File: src/hw/acc_pkg.sv
package acc_pkg;
  // ==========================================================
  // register indices, byte address is four times the index
  localparam logic [9:0] IDX_CTRL = 10'h050;
  localparam logic [9:0] IDX_CONV_B = 10'h07b;
  localparam logic [9:0] IDX_BUF_OFF = 10'h07f;
  localparam logic [9:0] IDX_IRQ_STAT = 10'h080;
  localparam logic [9:0] IDX_IRQ_MASK = 10'h081;
  // ==========================================================
  // control and status, converter control b and buffer disable bit positions
  localparam int B_POWER_OFF = 7;
  localparam int B_REF_SEL = 6;
  localparam int B_RESULT = 5;
  localparam int B_FLAG = 4;
  localparam int B_IRQ_EN = 3;
  localparam int B_ROUTE = 2;
  localparam int B_MODE_HI = 1;
  localparam int B_MODE_LO = 0;
  localparam int B_MUX_EN = 6;
  localparam int B_NEG_OFF = 1;
  localparam int B_POS_OFF = 0;
  // ==========================================================
  // reset values and synchronizer depth
  localparam logic [7:0] RST_CTRL = 8'h00;
  localparam logic [7:0] RST_CONV_B = 8'h00;
  localparam logic [1:0] RST_BUF_OFF = 2'h0;
  localparam logic [7:0] RST_MASK = 8'h01;
  localparam int SYNC_STAGES = 2;
  // ==========================================================
  // event modes
  localparam logic [1:0] MODE_TOGGLE = 2'h0;
  localparam logic [1:0] MODE_RSVD = 2'h1;
  localparam logic [1:0] MODE_FALL = 2'h2;
  localparam logic [1:0] MODE_RISE = 2'h3;
endpackage

File: src/hw/acc_ctrl.sv
module acc_ctrl #(
  parameter int VW = 10
) (
  // clock and reset
  input wire logic clock,
  input wire logic resetn,
  // apb slave
  input wire logic psel,
  input wire logic penable,
  input wire logic pwrite,
  input wire logic [11:0] paddr,
  input wire logic [31:0] pwdata,
  input wire logic [3:0] pstrb,
  output logic [31:0] prdata,
  output logic pready,
  output logic pslverr,
  // analog levels as codes
  input wire logic [VW-1:0] positive_input_pin,
  input wire logic [VW-1:0] negative_input_pin,
  input wire logic [VW-1:0] bandgap_level,
  input wire logic [VW-1:0] converter_channel_pins [8],
  // converter state
  input wire logic converter_on,
  input wire logic [2:0] channel_select,
  // processor side
  input wire logic global_irq_enable,
  input wire logic irq_vector_ack,
  output logic irq,
  // digital port inputs of the two pins
  input wire logic positive_port_in,
  input wire logic negative_port_in,
  output logic positive_port_read,
  output logic negative_port_read,
  // outgoing controls
  output logic cmp_result_bit,
  output logic capture_input,
  output logic cmp_powered_down,
  output logic positive_buffer_off,
  output logic negative_buffer_off,
  output logic [2:0] converter_trigger_sel
);
  // ==========================================================
  // registers
  logic power_off_r;
  logic ref_sel_r;
  logic flag_r;
  logic irq_en_r;
  logic route_r;
  logic [1:0] mode_r;
  logic mux_en_r;
  logic [2:0] trig_sel_r;
  logic [1:0] buf_off_r;
  logic mask_r;
  logic prev_r;
  logic irq_r;
  logic capture_r;
  logic pos_read_r;
  logic neg_read_r;
  logic pready_r;
  logic pslverr_r;
  logic [31:0] prdata_r;

  // ==========================================================
  // analog input selection and compare
  wire mux_active = mux_en_r & ~converter_on;
  wire [VW-1:0] neg_level = mux_active ? converter_channel_pins[channel_select]
                                       : negative_input_pin;
  wire [VW-1:0] pos_level = ref_sel_r ? bandgap_level : positive_input_pin;
  // powered-down comparator rests low, a power change can fake an edge
  wire raw_cmp = ~power_off_r & (pos_level > neg_level);

  // ==========================================================
  // synchronizer
  wire sync_cmp;

  acc_sync #(
    .STAGES(acc_pkg::SYNC_STAGES)
  ) u_sync (
    .clock(clock),
    .resetn(resetn),
    .d(raw_cmp),
    .q(sync_cmp)
  );

  // ==========================================================
  // edge detection
  // chain and prev_r restart at zero, so a high input would fake an edge after reset
  // limitation: real edges in the first few cycles after reset are not seen
  localparam int SETTLE = acc_pkg::SYNC_STAGES + 1;
  logic [SETTLE-1:0] settle_r;
  wire settled = settle_r[SETTLE-1];
  wire ev_toggle = settled & (sync_cmp ^ prev_r);
  wire ev_fall = settled & prev_r & ~sync_cmp;
  wire ev_rise = settled & sync_cmp & ~prev_r;
  logic event_hit;

  always_ff @(posedge clock or negedge resetn) begin
    if (!resetn) begin
      settle_r <= '0;
    end else begin
      settle_r <= {settle_r[SETTLE-2:0], 1'b1};
    end
  end

  always_comb begin
    unique case (mode_r)
      acc_pkg::MODE_TOGGLE: event_hit = ev_toggle;
      acc_pkg::MODE_RSVD: event_hit = 1'b0;
      acc_pkg::MODE_FALL: event_hit = ev_fall;
      acc_pkg::MODE_RISE: event_hit = ev_rise;
    endcase
  end

  // ==========================================================
  // apb decode, one wait state per access
  wire access = psel & penable;
  wire done = access & pready_r;
  wire [9:0] idx = paddr[11:2];
  wire hit_ctrl = idx == acc_pkg::IDX_CTRL;
  wire hit_conv = idx == acc_pkg::IDX_CONV_B;
  wire hit_buf = idx == acc_pkg::IDX_BUF_OFF;
  wire hit_stat = idx == acc_pkg::IDX_IRQ_STAT;
  wire hit_mask = idx == acc_pkg::IDX_IRQ_MASK;
  wire mapped = hit_ctrl | hit_conv | hit_buf | hit_stat | hit_mask;
  wire wr_lane = done & pwrite & pstrb[0];
  wire wr_ctrl = wr_lane & hit_ctrl;
  wire wr_conv = wr_lane & hit_conv;
  wire wr_buf = wr_lane & hit_buf;
  wire wr_stat = wr_lane & hit_stat;
  wire wr_mask = wr_lane & hit_mask;
  wire [7:0] wd = pwdata[7:0];

  // ==========================================================
  // flag: set beats clear
  wire flag_clr = (wr_ctrl & wd[acc_pkg::B_FLAG])
                | (wr_stat & wd[0])
                | irq_vector_ack;
  wire flag_nxt = event_hit | (flag_r & ~flag_clr);

  // ==========================================================
  // read mux
  wire [7:0] rd_ctrl = {power_off_r, ref_sel_r, sync_cmp, flag_r,
                        irq_en_r, route_r, mode_r};
  wire [7:0] rd_conv = {1'b0, mux_en_r, 3'h0, trig_sel_r};
  wire [7:0] rd_buf = {6'h00, buf_off_r};
  wire [7:0] rd_byte = hit_ctrl ? rd_ctrl :
                       hit_conv ? rd_conv :
                       hit_buf ? rd_buf :
                       hit_stat ? {7'h00, flag_r} :
                       hit_mask ? {7'h00, mask_r} : 8'h00;
  wire irq_nxt = flag_r & irq_en_r & global_irq_enable & mask_r;

  // ==========================================================
  // bus response
  always_ff @(posedge clock or negedge resetn) begin
    if (!resetn) begin
      pready_r <= 1'b0;
      pslverr_r <= 1'b0;
      prdata_r <= 32'h0000_0000;
    end else begin
      pready_r <= access & ~pready_r;
      pslverr_r <= access & ~pready_r & ~mapped;
      if (access & ~pready_r & ~pwrite) begin
        prdata_r <= {24'h00_0000, rd_byte};
      end
    end
  end

  // ==========================================================
  // control and status register
  always_ff @(posedge clock or negedge resetn) begin
    if (!resetn) begin
      power_off_r <= acc_pkg::RST_CTRL[acc_pkg::B_POWER_OFF];
      ref_sel_r <= acc_pkg::RST_CTRL[acc_pkg::B_REF_SEL];
      irq_en_r <= acc_pkg::RST_CTRL[acc_pkg::B_IRQ_EN];
      route_r <= acc_pkg::RST_CTRL[acc_pkg::B_ROUTE];
      mode_r <= acc_pkg::RST_CTRL[acc_pkg::B_MODE_HI:acc_pkg::B_MODE_LO];
    end else if (wr_ctrl) begin
      power_off_r <= wd[acc_pkg::B_POWER_OFF];
      ref_sel_r <= wd[acc_pkg::B_REF_SEL];
      irq_en_r <= wd[acc_pkg::B_IRQ_EN];
      route_r <= wd[acc_pkg::B_ROUTE];
      mode_r <= wd[acc_pkg::B_MODE_HI:acc_pkg::B_MODE_LO];
    end
  end

  // ==========================================================
  // converter control b, buffer disable and mask
  always_ff @(posedge clock or negedge resetn) begin
    if (!resetn) begin
      mux_en_r <= acc_pkg::RST_CONV_B[acc_pkg::B_MUX_EN];
      trig_sel_r <= acc_pkg::RST_CONV_B[2:0];
      buf_off_r <= acc_pkg::RST_BUF_OFF;
      mask_r <= acc_pkg::RST_MASK[0];
    end else begin
      if (wr_conv) begin
        mux_en_r <= wd[acc_pkg::B_MUX_EN];
        trig_sel_r <= wd[2:0];
      end
      if (wr_buf) begin
        buf_off_r <= wd[1:0];
      end
      if (wr_mask) begin
        mask_r <= wd[0];
      end
    end
  end

  // ==========================================================
  // event state and registered outputs
  always_ff @(posedge clock or negedge resetn) begin
    if (!resetn) begin
      prev_r <= 1'b0;
      flag_r <= acc_pkg::RST_CTRL[acc_pkg::B_FLAG];
      irq_r <= 1'b0;
      capture_r <= 1'b0;
      pos_read_r <= 1'b0;
      neg_read_r <= 1'b0;
    end else begin
      prev_r <= sync_cmp;
      flag_r <= flag_nxt;
      irq_r <= irq_nxt;
      capture_r <= route_r & sync_cmp;
      pos_read_r <= positive_port_in & ~buf_off_r[acc_pkg::B_POS_OFF];
      neg_read_r <= negative_port_in & ~buf_off_r[acc_pkg::B_NEG_OFF];
    end
  end

  // ==========================================================
  // output wiring, all straight from flops
  assign prdata = prdata_r;
  assign pready = pready_r;
  assign pslverr = pslverr_r;
  assign irq = irq_r;
  assign cmp_result_bit = sync_cmp;
  assign capture_input = capture_r;
  assign cmp_powered_down = power_off_r;
  assign positive_buffer_off = buf_off_r[acc_pkg::B_POS_OFF];
  assign negative_buffer_off = buf_off_r[acc_pkg::B_NEG_OFF];
  assign positive_port_read = pos_read_r;
  assign negative_port_read = neg_read_r;
  assign converter_trigger_sel = trig_sel_r;
endmodule

File: src/hw/acc_sync.sv
module acc_sync #(
  parameter int STAGES = 2
) (
  // clock and reset
  input wire logic clock,
  input wire logic resetn,
  // level in and out
  input wire logic d,
  output logic q
);
  logic [STAGES-1:0] chain_r;

  // only the last stage is visible outside
  always_ff @(posedge clock or negedge resetn) begin
    if (!resetn) begin
      chain_r <= '0;
    end else begin
      chain_r <= {chain_r[STAGES-2:0], d};
    end
  end

  assign q = chain_r[STAGES-1];
endmodule
File: config.mk
export PLATFORM = sky130hd
export DESIGN_NAME = acc_ctrl
export DESIGN_NICKNAME = d
export VERILOG_FILES = /design/src/hw/acc_pkg.sv /design/src/hw/acc_ctrl.sv /design/src/hw/acc_sync.sv
export SDC_FILE = /design/constraint.sdc
export NUM_CORES = 1
export LEC_CHECK = 0
export ABC_AREA = 1
export BUFFER_PORTS_ARGS = -buffer_cell sky130_fd_sc_hd__buf_4
export CAP_MARGIN = 25
export CORE_UTILIZATION = 39
export CTS_BUF_LIST = sky130_fd_sc_hd__clkbuf_8
export CTS_CLUSTER_DIAMETER = 30
export DETAILED_ROUTE_END_ITERATION = 8
export GPL_ROUTABILITY_DRIVEN = 0
export PLACE_DENSITY = 0.85
export SLEW_MARGIN = 10
export SYNTH_ARGS = -nofsm -noshare
export SYNTH_HDL_FRONTEND = slang
export SYNTH_SLANG_ARGS = --single-unit
File: constraint.sdc
create_clock -name clock -period 1.75 [get_ports clock]
set_clock_uncertainty 0.05 [all_clocks]
set_input_delay 0.35 -clock clock [delete_from_list [all_inputs] [get_ports clock]]
set_output_delay 0.35 -clock clock [all_outputs]
set_load 0.05 [all_outputs]
==> flow_summary_export.csv, run 1 <==
group,metric,value,unit
synth,synth_cell_types,35,
clock_network,clkSlewWorstSetupHoldPaths,0.07,ns
power_and_ir_drop,max-vdd-ir-drop,266,uV
hold_path,holdPathStages,3,
worst_setup_path,cp_data_required_time,1.89,ns
hold_path,hp-class,"input pin to register",
clock_network,insertion_delay,0.29,ns
sta,hold_viol_final,0,
floorplan,ios,216,
grt,grt_pass1_vias,3623,
synth,ys.flop_type,"dfrtp_1",
outcome,violations,"setup timing",
synth,ys_top_cells_by_count,"126 x nand2_1, 73 x inv_1, 45 x nand3_1, 33 x dfrtp_1, 25 x a21oi_1",
finish,final_util,0.636,
clock_network,clockRootBuffer,"clkbuf_8",
power_and_ir_drop,leakagePower,0.00259,uW
grt,grt_pass1_wl,15.4,mm
synth,synth_most_common_cell,"nand2_1",
route,drtPass1Iterations,4,
hold_path,hold_end,"positive_port_read",
floorplan,fp.dieW,90.3,um
sta,slew_violations,0,
grt,grt.total_usage,0.235,
floorplan,die-area,8150,um2
synth,syn_area,3040,um2
synth,synthArstFlopShare,1.00,
clock_network,h-tree-depth,2,
worst_setup_path,cp.arrival,2.12,ns
placed_design,dp_cells,726,
floorplan,die_y,90.3,um
worst_setup_path,reg2reg_to,"u_sync.chain_r[0]",
route,route.detailed.drc,0,
floorplan,core_area,7410,um2
sta,rsz0062_at_grt,"true",
route,first_iter_violations,175,
grt,grt_max_degree,60,
finish,fin_cells,739,
sta,fin_tns_setup,-0.229,ns
sta,setup_viol,1,
hold_path,min_from,"positive_port_in",
sta,layout_min_cycle_time,1.98,ns
route,vias,3656,
route,routed_wl,9.57,mm
synth,yosys-top-cells-area,"dfrtp_1 27%, nand2_1 16%, inv_1 9.0%",
worst_setup_path,timing.rr.start,"mux_en_r",
synth,syn_avg_cell_area,6.48,um2
worst_setup_path,worst-path-max-fanout,4,
finish,antenna_cells,0,
finish,fin_nets,820,
sta,fin_ws,-0.229,ns
worst_setup_path,critPathCaptureType,"register",
run,cap_violations,0,
floorplan,initial_utilization,0.410,
synth,synth_top_cell_by_area,"dfrtp_1",
synth,ys.warnings.count,0,
route,drt-vias-per-instance,4.95,
synth,synth_edf_count,0,
clock_network,cts.path.max_buffers,2,
placed_design,io_buffers,161,
finish,fillers,649,
sta,post-route-period-util,1.13,
route,wire_per_inst,12.9,um
sta,fmax,505,MHz
worst_setup_path,r2r_setup_slack,-0.23,ns
clock_network,cts_buffers,5,
grt,antenna_found_initial,0,
grt,grt_overflow,0,
synth,synthCells,469,
worst_setup_path,critical_path_class,"register to register",
floorplan,placementRows,31,
synth,yosysSeqAreaShare,0.280,
synth,synth_top_area_frac,0.272,
sta,holdWs,0.226,ns
finish,area_growth,54.9,%
placed_design,dp_hpwl,7.75,mm
worst_setup_path,r2r.worst_path.cells,14,
finish,layout-drive-gt1-share,0.380,
synth,synth-seq-cells,34,
clock_network,tritoncts,"done",
route,ant_nets,0,
outcome,outcome,"finished, violations left",
power_and_ir_drop,powerDensity,528,nW/um2
clock_network,cts_sinks,34,
worst_setup_path,crit_path_start_kind,"register",
-- cell usage in the layout, fill, tap and decap left out, drive strengths merged, types with 2 or more instances in the layout --
master	count
inv	75
nand3	46
o21ai	36
clkbuf	5
o31ai	2
nor3	5
buf	179
conb	25
o211ai	20
clkinv	5
bufinv	2
dfrtp	33
nand4	6
ha	10
a21oi	25
nand2	133
nor2	25
o21bai	2
-- registers in the layout (all words and copies together), names as in the netlist, 2 cells and up --
register,cells
settle_r,3
mode_r,2
prdata,8
converter_trigger_sel,3
buf_off_r,2
u_sync.chain_r,2
-- worst max-delay path, stage by stage, from the launching register on --
cell	delay [ns]
dfrtp_1	0.36
inv_2	0.06
nor2_4	0.16
buf_6	0.17
buf_12	0.11
nand3_2	0.08
nand2_2	0.08
inv_2	0.04
ha_4	0.21
a21oi_2	0.14
o21ai_2	0.08
nand2_1	0.07
nand3_2	0.09
a21oi_2	0.11
nor2_1	0.05
-- worst max path at each step --
stage	slack, ns	cells past startpoint	to	start
6_report	-0.23	14	u_sync.chain_r[0]	mux_en_r
4_1_cts	-0.14	14	u_sync.chain_r[0]	mux_en_r
2_1_floorplan	-0.14	16	u_sync.chain_r[0]	channel_select[0]
3_3_place_gp	-0.57	13	u_sync.chain_r[0]	channel_select[0]
5_1_grt	-0.35	13	u_sync.chain_r[0]	mux_en_r
3_5_place_dp	-0.65	14	u_sync.chain_r[0]	channel_select[0]
-- cells by family (layout without fill, tap and decap cells) --
group / Yosys count / after routing / share of synthesized area
adders and majority gates: 10 / 10 / 0.0412
DFF: 34 / 34 / 0.280
and+or+nand+nor: 216 / 216 / 0.324
muxes: 1 / 1 / 0.00329
other: 2 / 25 / 0.00247
AOI/OAI and AO/OA: 87 / 87 / 0.167
buffers and inverters: 119 / 267 / 0.182
-- through the flow --
| step | setup slack, ns | cell area (um2) | total power, uW |
|---|---|---|---|
| 3_5_place_dp | -0.648 | 4340 | 1580 |
| 5_1_grt | -0.351 | 4710 | 2610 |
| 3_3_place_gp | -0.570 | 4340 | 1560 |
| 6_report | -0.229 | 4710 | 2490 |
| 2_1_floorplan | -0.145 | 3180 | 1280 |
| 4_1_cts | -0.138 | 4620 | 2480 |
-- routing by layer --
layer,share of wire,track usage
met2,0.51,0.440
met3,0.066,0.0463
met1,0.37,0.239
met4,0.047,0.145
met5,0,0
-- final cells by class --
type                       instances  area, um2  area share
clock buffer                       5       68.8      0.0146
clock inverter                     3       68.8      0.0146
inverter                          79        307      0.0651
multi-input combinational        339       1900       0.403
sequential                        34        852       0.181
tap                               99        124      0.0263
timing repair buffer             180       1390       0.295
-- report_power, final --
group	total (uW)	leakage [uW]	switching, uW	internal (uW)
combinational	800	0.00207	447	352
clock	866	0.0000683	296	570
sequential	823	0.000451	16.0	807
total	2490	0.00259	759	1730
-- what timing repair did --
item / CTS / global route
gates cloned: 1 / 0
pin swaps: 9 / 11
buffers inserted: 1 / 2
endpoints found under the hold margin: 33 / 0
resized for setup: 27 / 13
setup endpoints to repair: 1 / 1
hold buffers: 1 / 0
Power figures use the tool's default switching activity.
==> inputs of run 2 (changes only) <==
--- a/config.mk
+++ b/config.mk
@@ -13,6 +13,7 @@
 export CTS_CLUSTER_DIAMETER = 30
 export DETAILED_ROUTE_END_ITERATION = 8
 export GPL_ROUTABILITY_DRIVEN = 0
+export MAX_ROUTING_LAYER = met4
 export PLACE_DENSITY = 0.85
 export SLEW_MARGIN = 10
 export SYNTH_ARGS = -nofsm -noshare
==> run 2 against run 1 <==
The run still ends with setup timing left. Via count decreased by 0.88%. Worst setup slack got worse by 0.0042 ns. Cell area unchanged. Register-to-register slack is essentially flat. Utilization did not move. Highest routed layer unchanged. Largest power group unchanged.
==> flow_summary_export.csv, run 2 (synthesized netlist as in run 1, its figures left out) <==
group,metric,value,unit
clock_network,clockRootBuffer,"clkbuf_8",
finish,final_common_cell,"buf_4",
floorplan,die_y,90.3,um
route,vias,3624,
grt,grt_max_degree,60,
worst_setup_path,crit_path_start_kind,"register",
power_and_ir_drop,powerDensity,528,nW/um2
sta,slew_violations,0,
sta,layout_min_cycle_time,1.98,ns
power_and_ir_drop,p_total,2490,uW
clock_network,cts_sinks,34,
floorplan,fp.dieW,90.3,um
sta,hold_viol_final,0,
worst_setup_path,cpLargestDelayFamily,"simple AND/OR/NAND/NOR gates",
worst_setup_path,timing.rr.start,"mux_en_r",
finish,layout_common_cells,"175 x buf_4, 122 x nand2_1, 68 x inv_1",
worst_setup_path,max_stage_delay,0.37,ns
finish,final_util,0.636,
outcome,violations,"setup timing",
route,route.detailed.drc,0,
clock_network,cts_buffers,5,
finish,fillers,649,
floorplan,initial_utilization,0.410,
finish,antenna_cells,0,
floorplan,core_area,7410,um2
hold_path,min_from,"positive_port_in",
sta,fin_tns_setup,-0.233,ns
route,drt-vias-per-instance,4.90,
sta,fmax,504,MHz
worst_setup_path,critPathCaptureType,"register",
finish,layout-drive-gt1-share,0.380,
grt,antenna_found_initial,0,
worst_setup_path,slowest_stage,"dfrtp_1",
outcome,outcome,"finished, violations left",
worst_setup_path,cp.arrival,2.12,ns
worst_setup_path,critical_path_class,"register to register",
clock_network,tritoncts,"done",
power_and_ir_drop,leakagePower,0.00259,uW
route,ant_nets,0,
floorplan,ios,216,
grt,grt.total_usage,0.242,
worst_setup_path,r2r.worst_path.cells,14,
sta,fin_ws,-0.233,ns
sta,holdWs,0.228,ns
worst_setup_path,path_buf_inv,4,
clock_network,clkSlewWorstSetupHoldPaths,0.07,ns
placed_design,io_buffers,161,
route,drtPass1Iterations,4,
run,cap_violations,0,
sta,post-route-period-util,1.13,
clock_network,h-tree-depth,2,
worst_setup_path,r2r_setup_slack,-0.23,ns
route,first_iter_violations,171,
route,routed_wl,9.54,mm
route,wire_per_inst,12.9,um
hold_path,holdPathStages,3,
sta,setup_viol,1,
sta,rsz0062_at_grt,"true",
finish,area_growth,54.9,%
finish,fin_nets,820,
worst_setup_path,reg2reg_to,"u_sync.chain_r[0]",
clock_network,insertion_delay,0.29,ns
worst_setup_path,path_cells,"inv_2 -> nor2_4 -> buf_6 -> buf_12 -> nand3_2 -> nand2_2 -> inv_2 -> ha_4 -> a21oi_2 -> o21ai_2 -> nand2_1 -> nand3_2 -> a21oi_2 -> nor2_1",
hold_path,hold_end,"positive_port_read",
worst_setup_path,worst-path-max-fanout,4,
power_and_ir_drop,max-vdd-ir-drop,267,uV
floorplan,placementRows,31,
placed_design,dp_hpwl,7.75,mm
worst_setup_path,cp_data_required_time,1.89,ns
grt,grt_overflow,0,
grt,grt_pass1_wl,15.5,mm
finish,largest_register_ffs,8,
floorplan,die-area,8150,um2
grt,grt_pass1_vias,3626,
placed_design,pre_cts_slack,-0.648,ns
hold_path,hp-class,"input pin to register",
clock_network,cts.path.max_buffers,2,
## run 2: what timing repair did
item / in CTS / in global routing
hold buffers: 1 / 0
endpoints found under the hold margin: 33 / 0
resized for setup: 27 / 13
cloned: 1 / 0
buffers inserted: 1 / 2
endpoints found under the setup margin: 1 / 1
pin swaps: 9 / 11
## run 2: routing by layer
layer  share of wire  global-route usage  up-vias
li1                -                   -     1795
met1            0.38               0.244     1618
met4           0.046               0.145        0
met2            0.51               0.439      173
met3           0.060              0.0404       38
met5               0                   -        -
## run 2: where the power goes
| group | internal (uW) | switching, uW | leakage (uW) |
|---|---|---|---|
| Sequential | 807 | 16.0 | 0.000451 |
| Combinational | 352 | 447 | 0.00207 |
| Clock | 571 | 295 | 0.0000683 |
## run 2: through the flow
| step | std cells | cell area, um2 |
|---|---|---|
| after floorplan | 492 | 3180 |
| after global placement | 726 | 4340 |
| after detailed placement | 726 | 4340 |
| after CTS | 737 | 4620 |
| after global routing | 739 | 4710 |
| final | 739 | 4710 |
## run 2: final cells by class
type | instances | area (um2) | area share
clock buffer | 5 | 68.8 | 0.0146
clock inverter | 3 | 68.8 | 0.0146
inverter | 79 | 307 | 0.0651
multi-input combinational | 339 | 1900 | 0.403
sequential | 34 | 852 | 0.181
tap | 99 | 124 | 0.0263
timing repair buffer | 180 | 1390 | 0.295
## run 2: how the worst max path moves through the flow
stage                      startpoint                 to  slack [ns]  cells after the start
finish                       mux_en_r  u_sync.chain_r[0]       -0.23                     14
global route                 mux_en_r  u_sync.chain_r[0]       -0.35                     13
CTS                          mux_en_r  u_sync.chain_r[0]       -0.14                     14
detailed placement  channel_select[0]  u_sync.chain_r[0]       -0.65                     14
global placement    channel_select[0]  u_sync.chain_r[0]       -0.57                     13
floorplan           channel_select[0]  u_sync.chain_r[0]       -0.14                     16
## run 2: worst min-delay path: stages
cell and delay [ns]:
buf_4 0.11, inv_1 0.04, nor2_1 0.03
==> inputs of run 3 (changes only) <==
--- a/config.mk
+++ b/config.mk
@@ -14,7 +14,7 @@
 export DETAILED_ROUTE_END_ITERATION = 8
 export GPL_ROUTABILITY_DRIVEN = 0
 export MAX_ROUTING_LAYER = met4
-export PLACE_DENSITY = 0.85
+export PLACE_DENSITY = 0.87
 export SLEW_MARGIN = 10
 export SYNTH_ARGS = -nofsm -noshare
 export SYNTH_HDL_FRONTEND = slang
==> run 3 against run 2 <==
The run still ends with setup timing left. Sequential power barely moved. Worst setup slack improved by 0.11 ns. Fmax rose by 5.8%. Cell area rose by 0.16%. Clock power fell by 30%. Via count rose by 1.3%. Sequential share of layout area barely moved. Utilization rose by 0.10 points. Register-to-register slack improved by 0.11 ns. Flip-flop and latch count did not move. Wire length rose by 3.6%. Worst hold slack got worse by 0.0062 ns. Critical endpoint unchanged.
==> flow_summary_export.csv, run 3 (synthesized netlist as in run 1, its figures left out) <==
group,metric,value,unit
outcome,outcome,"finished, violations left",
outcome,violations,"setup timing",
worst_setup_path,r2r.worst_path.cells,14,
placed_design,io_buffers,161,
power_and_ir_drop,leakagePower,0.00259,uW
grt,grt.total_usage,0.246,
worst_setup_path,critPathCaptureType,"register",
worst_setup_path,crit_path_frequent_cell,"nor2_1",
hold_path,min_from,"negative_port_in",
worst_setup_path,cp.arrival,2.01,ns
clock_network,insertion_delay,0.29,ns
finish,antenna_cells,0,
sta,rsz0062_at_grt,"true",
floorplan,ios,216,
clock_network,cts_sinks,34,
grt,grt_overflow,0,
grt,grt_pass1_wl,15.7,mm
worst_setup_path,timing.rr.start,"mux_en_r",
clock_network,cts.path.max_buffers,2,
floorplan,placementRows,31,
grt,grt_pass1_vias,3564,
worst_setup_path,slowest_stage,"dfrtp_1",
floorplan,die_y,90.3,um
worst_setup_path,cp_data_required_time,1.88,ns
route,drt-vias-per-instance,4.92,
power_and_ir_drop,switching_power,757,uW
worst_setup_path,path_cells,"inv_2 -> nor2_4 -> clkinv_2 -> buf_6 -> nand2_1 -> nand2_2 -> inv_2 -> ha_4 -> a21oi_2 -> nor2_1 -> nor2_1 -> nand3_1 -> a21oi_2 -> nor2_1",
sta,fin_ws,-0.124,ns
power_and_ir_drop,p_int,1490,uW
route,first_iter_violations,160,
power_and_ir_drop,powerDensity,475,nW/um2
route,vias,3670,
sta,hold_viol_final,0,
finish,fin_nets,827,
sta,setup_viol,1,
floorplan,initial_utilization,0.410,
finish,layout_common_cells,"181 x buf_4, 122 x nand2_1, 66 x inv_1",
clock_network,clkSlewWorstSetupHoldPaths,0.07,ns
sta,layout_min_cycle_time,1.87,ns
power_and_ir_drop,clockPowerShare,0.271,
sta,post-route-period-util,1.07,
worst_setup_path,setup.worst_path.end,"u_sync.chain_r[0]",
worst_setup_path,startpoint,"mux_en_r",
grt,grt_max_degree,54,
sta,slew_violations,0,
power_and_ir_drop,p_seq_frac,0.367,
route,wire_per_inst,13.2,um
finish,layout-drive-gt1-share,0.391,
finish,design_area,4720,um2
sta,holdWs,0.222,ns
worst_setup_path,r2r_setup_slack,-0.12,ns
power_and_ir_drop,max-vdd-ir-drop,244,uV
route,route.detailed.drc,0,
route,routed_wl,9.88,mm
floorplan,fp.dieW,90.3,um
run,cap_violations,0,
route,drtPass1Iterations,4,
placed_design,post_dp_cell_area,4360,um2
clock_network,h-tree-depth,2,
clock_network,tritoncts,"done",
hold_path,hp-class,"input pin to register",
power_and_ir_drop,swShare,0.337,
finish,largest_register_ffs,8,
floorplan,die-area,8150,um2
clock_network,clockRootBuffer,"clkbuf_8",
finish,fillers,646,
sta,fmax,534,MHz
placed_design,dp_hpwl,7.80,mm
finish,area_growth,55.2,%
finish,final_common_cell,"buf_4",
worst_setup_path,crit_path_start_kind,"register",
worst_setup_path,reg2reg_to,"u_sync.chain_r[0]",
grt,antenna_found_initial,0,
worst_setup_path,max_stage_delay,0.36,ns
power_and_ir_drop,pwr-share-comb,0.363,
route,ant_nets,0,
worst_setup_path,critical_path_class,"register to register",
placed_design,pre_cts_slack,-0.593,ns
clock_network,cts_buffers,5,
worst_setup_path,worst-path-max-fanout,8,
floorplan,core_area,7410,um2
-- run 3: cell types whose count changed in the layout (fill, tap and decap cells not counted), moves of 2 or more --
cell and delta:
buf_4 +6, buf_6 +3, nor2_2 -3, bufinv_16 -2, clkinv_2 +2, clkinv_4 -2, clkinvlp_4 +2, ha_1 -2
inv_1 -2, inv_2 +2, nand3_2 +2, nor2_1 +2, o21ai_1 +2
-- run 3: how the worst min path moves through the flow --
| stage | cells past startpoint | endpoint |
|---|---|---|
| final | 3 | negative_port_read |
| after global routing | 3 | negative_port_read |
| after detailed placement | 1 | pready |
| after global placement | 1 | pready |
| after floorplan | 0 | buf_off_r[0] |
| after CTS | 3 | negative_port_read |
-- run 3: through the flow --
| stage | setup TNS [ns] | instances | power (uW) | util |
|---|---|---|---|---|
| after global placement | -0.520 | 730 | 1560 | 0.588 |
| after detailed placement | -0.593 | 730 | 1580 | 0.588 |
| after CTS | -0.0775 | 743 | 2230 | 0.626 |
| after floorplan | -0.145 | 492 | 1280 | - |
| final | -0.124 | 746 | 2240 | 0.637 |
| after global routing | -0.259 | 746 | 2360 | 0.637 |
-- run 3: routing by layer --
metal  up-vias  track usage  part of all wire
met5         -            -                 0
met4         0        0.110             0.038
met3        30       0.0370             0.061
met2       178        0.443              0.51
met1      1656        0.267              0.40
li1       1806            -                 -
-- run 3: power by group through the flow --
stage / logic (uW) / registers [uW] / clock network (uW)
6_report: 813 / 823 / 607
5_1_grt: 878 / 825 / 658
4_1_cts: 785 / 822 / 622
3_5_place_dp: 743 / 837 / 0
3_3_place_gp: 727 / 836 / 0
2_1_floorplan: 414 / 863 / 0
-- run 3: cell type report --
class	count	area, um2	area share
inverter	79	307	0.0650
clock inverter	2	12.5	0.00265
tap	99	124	0.0263
sequential	34	852	0.181
timing repair buffer	187	1430	0.304
multi-input combinational	339	1910	0.404
clock buffer	6	82.6	0.0175
-- run 3: critical path: cells and delay by family, from the launching register on --
kind                     cells  cell delay [ns]
AO/OA/AOI/OAI                2             0.24
adder cells (fa/ha/maj)      1             0.20
buffers and inverters        4             0.32
flip-flops                   1             0.36
AND/OR/NAND/NOR              7             0.59
-- run 3: what timing repair did --
action	4_1_cts	5_1_grt
endpoints found under the setup margin	1	1
buffers inserted	3	3
pin swaps	9	10
hold buffers	1	0
endpoints found under the hold margin	33	0
cloned	1	0
gates resized for setup	31	17
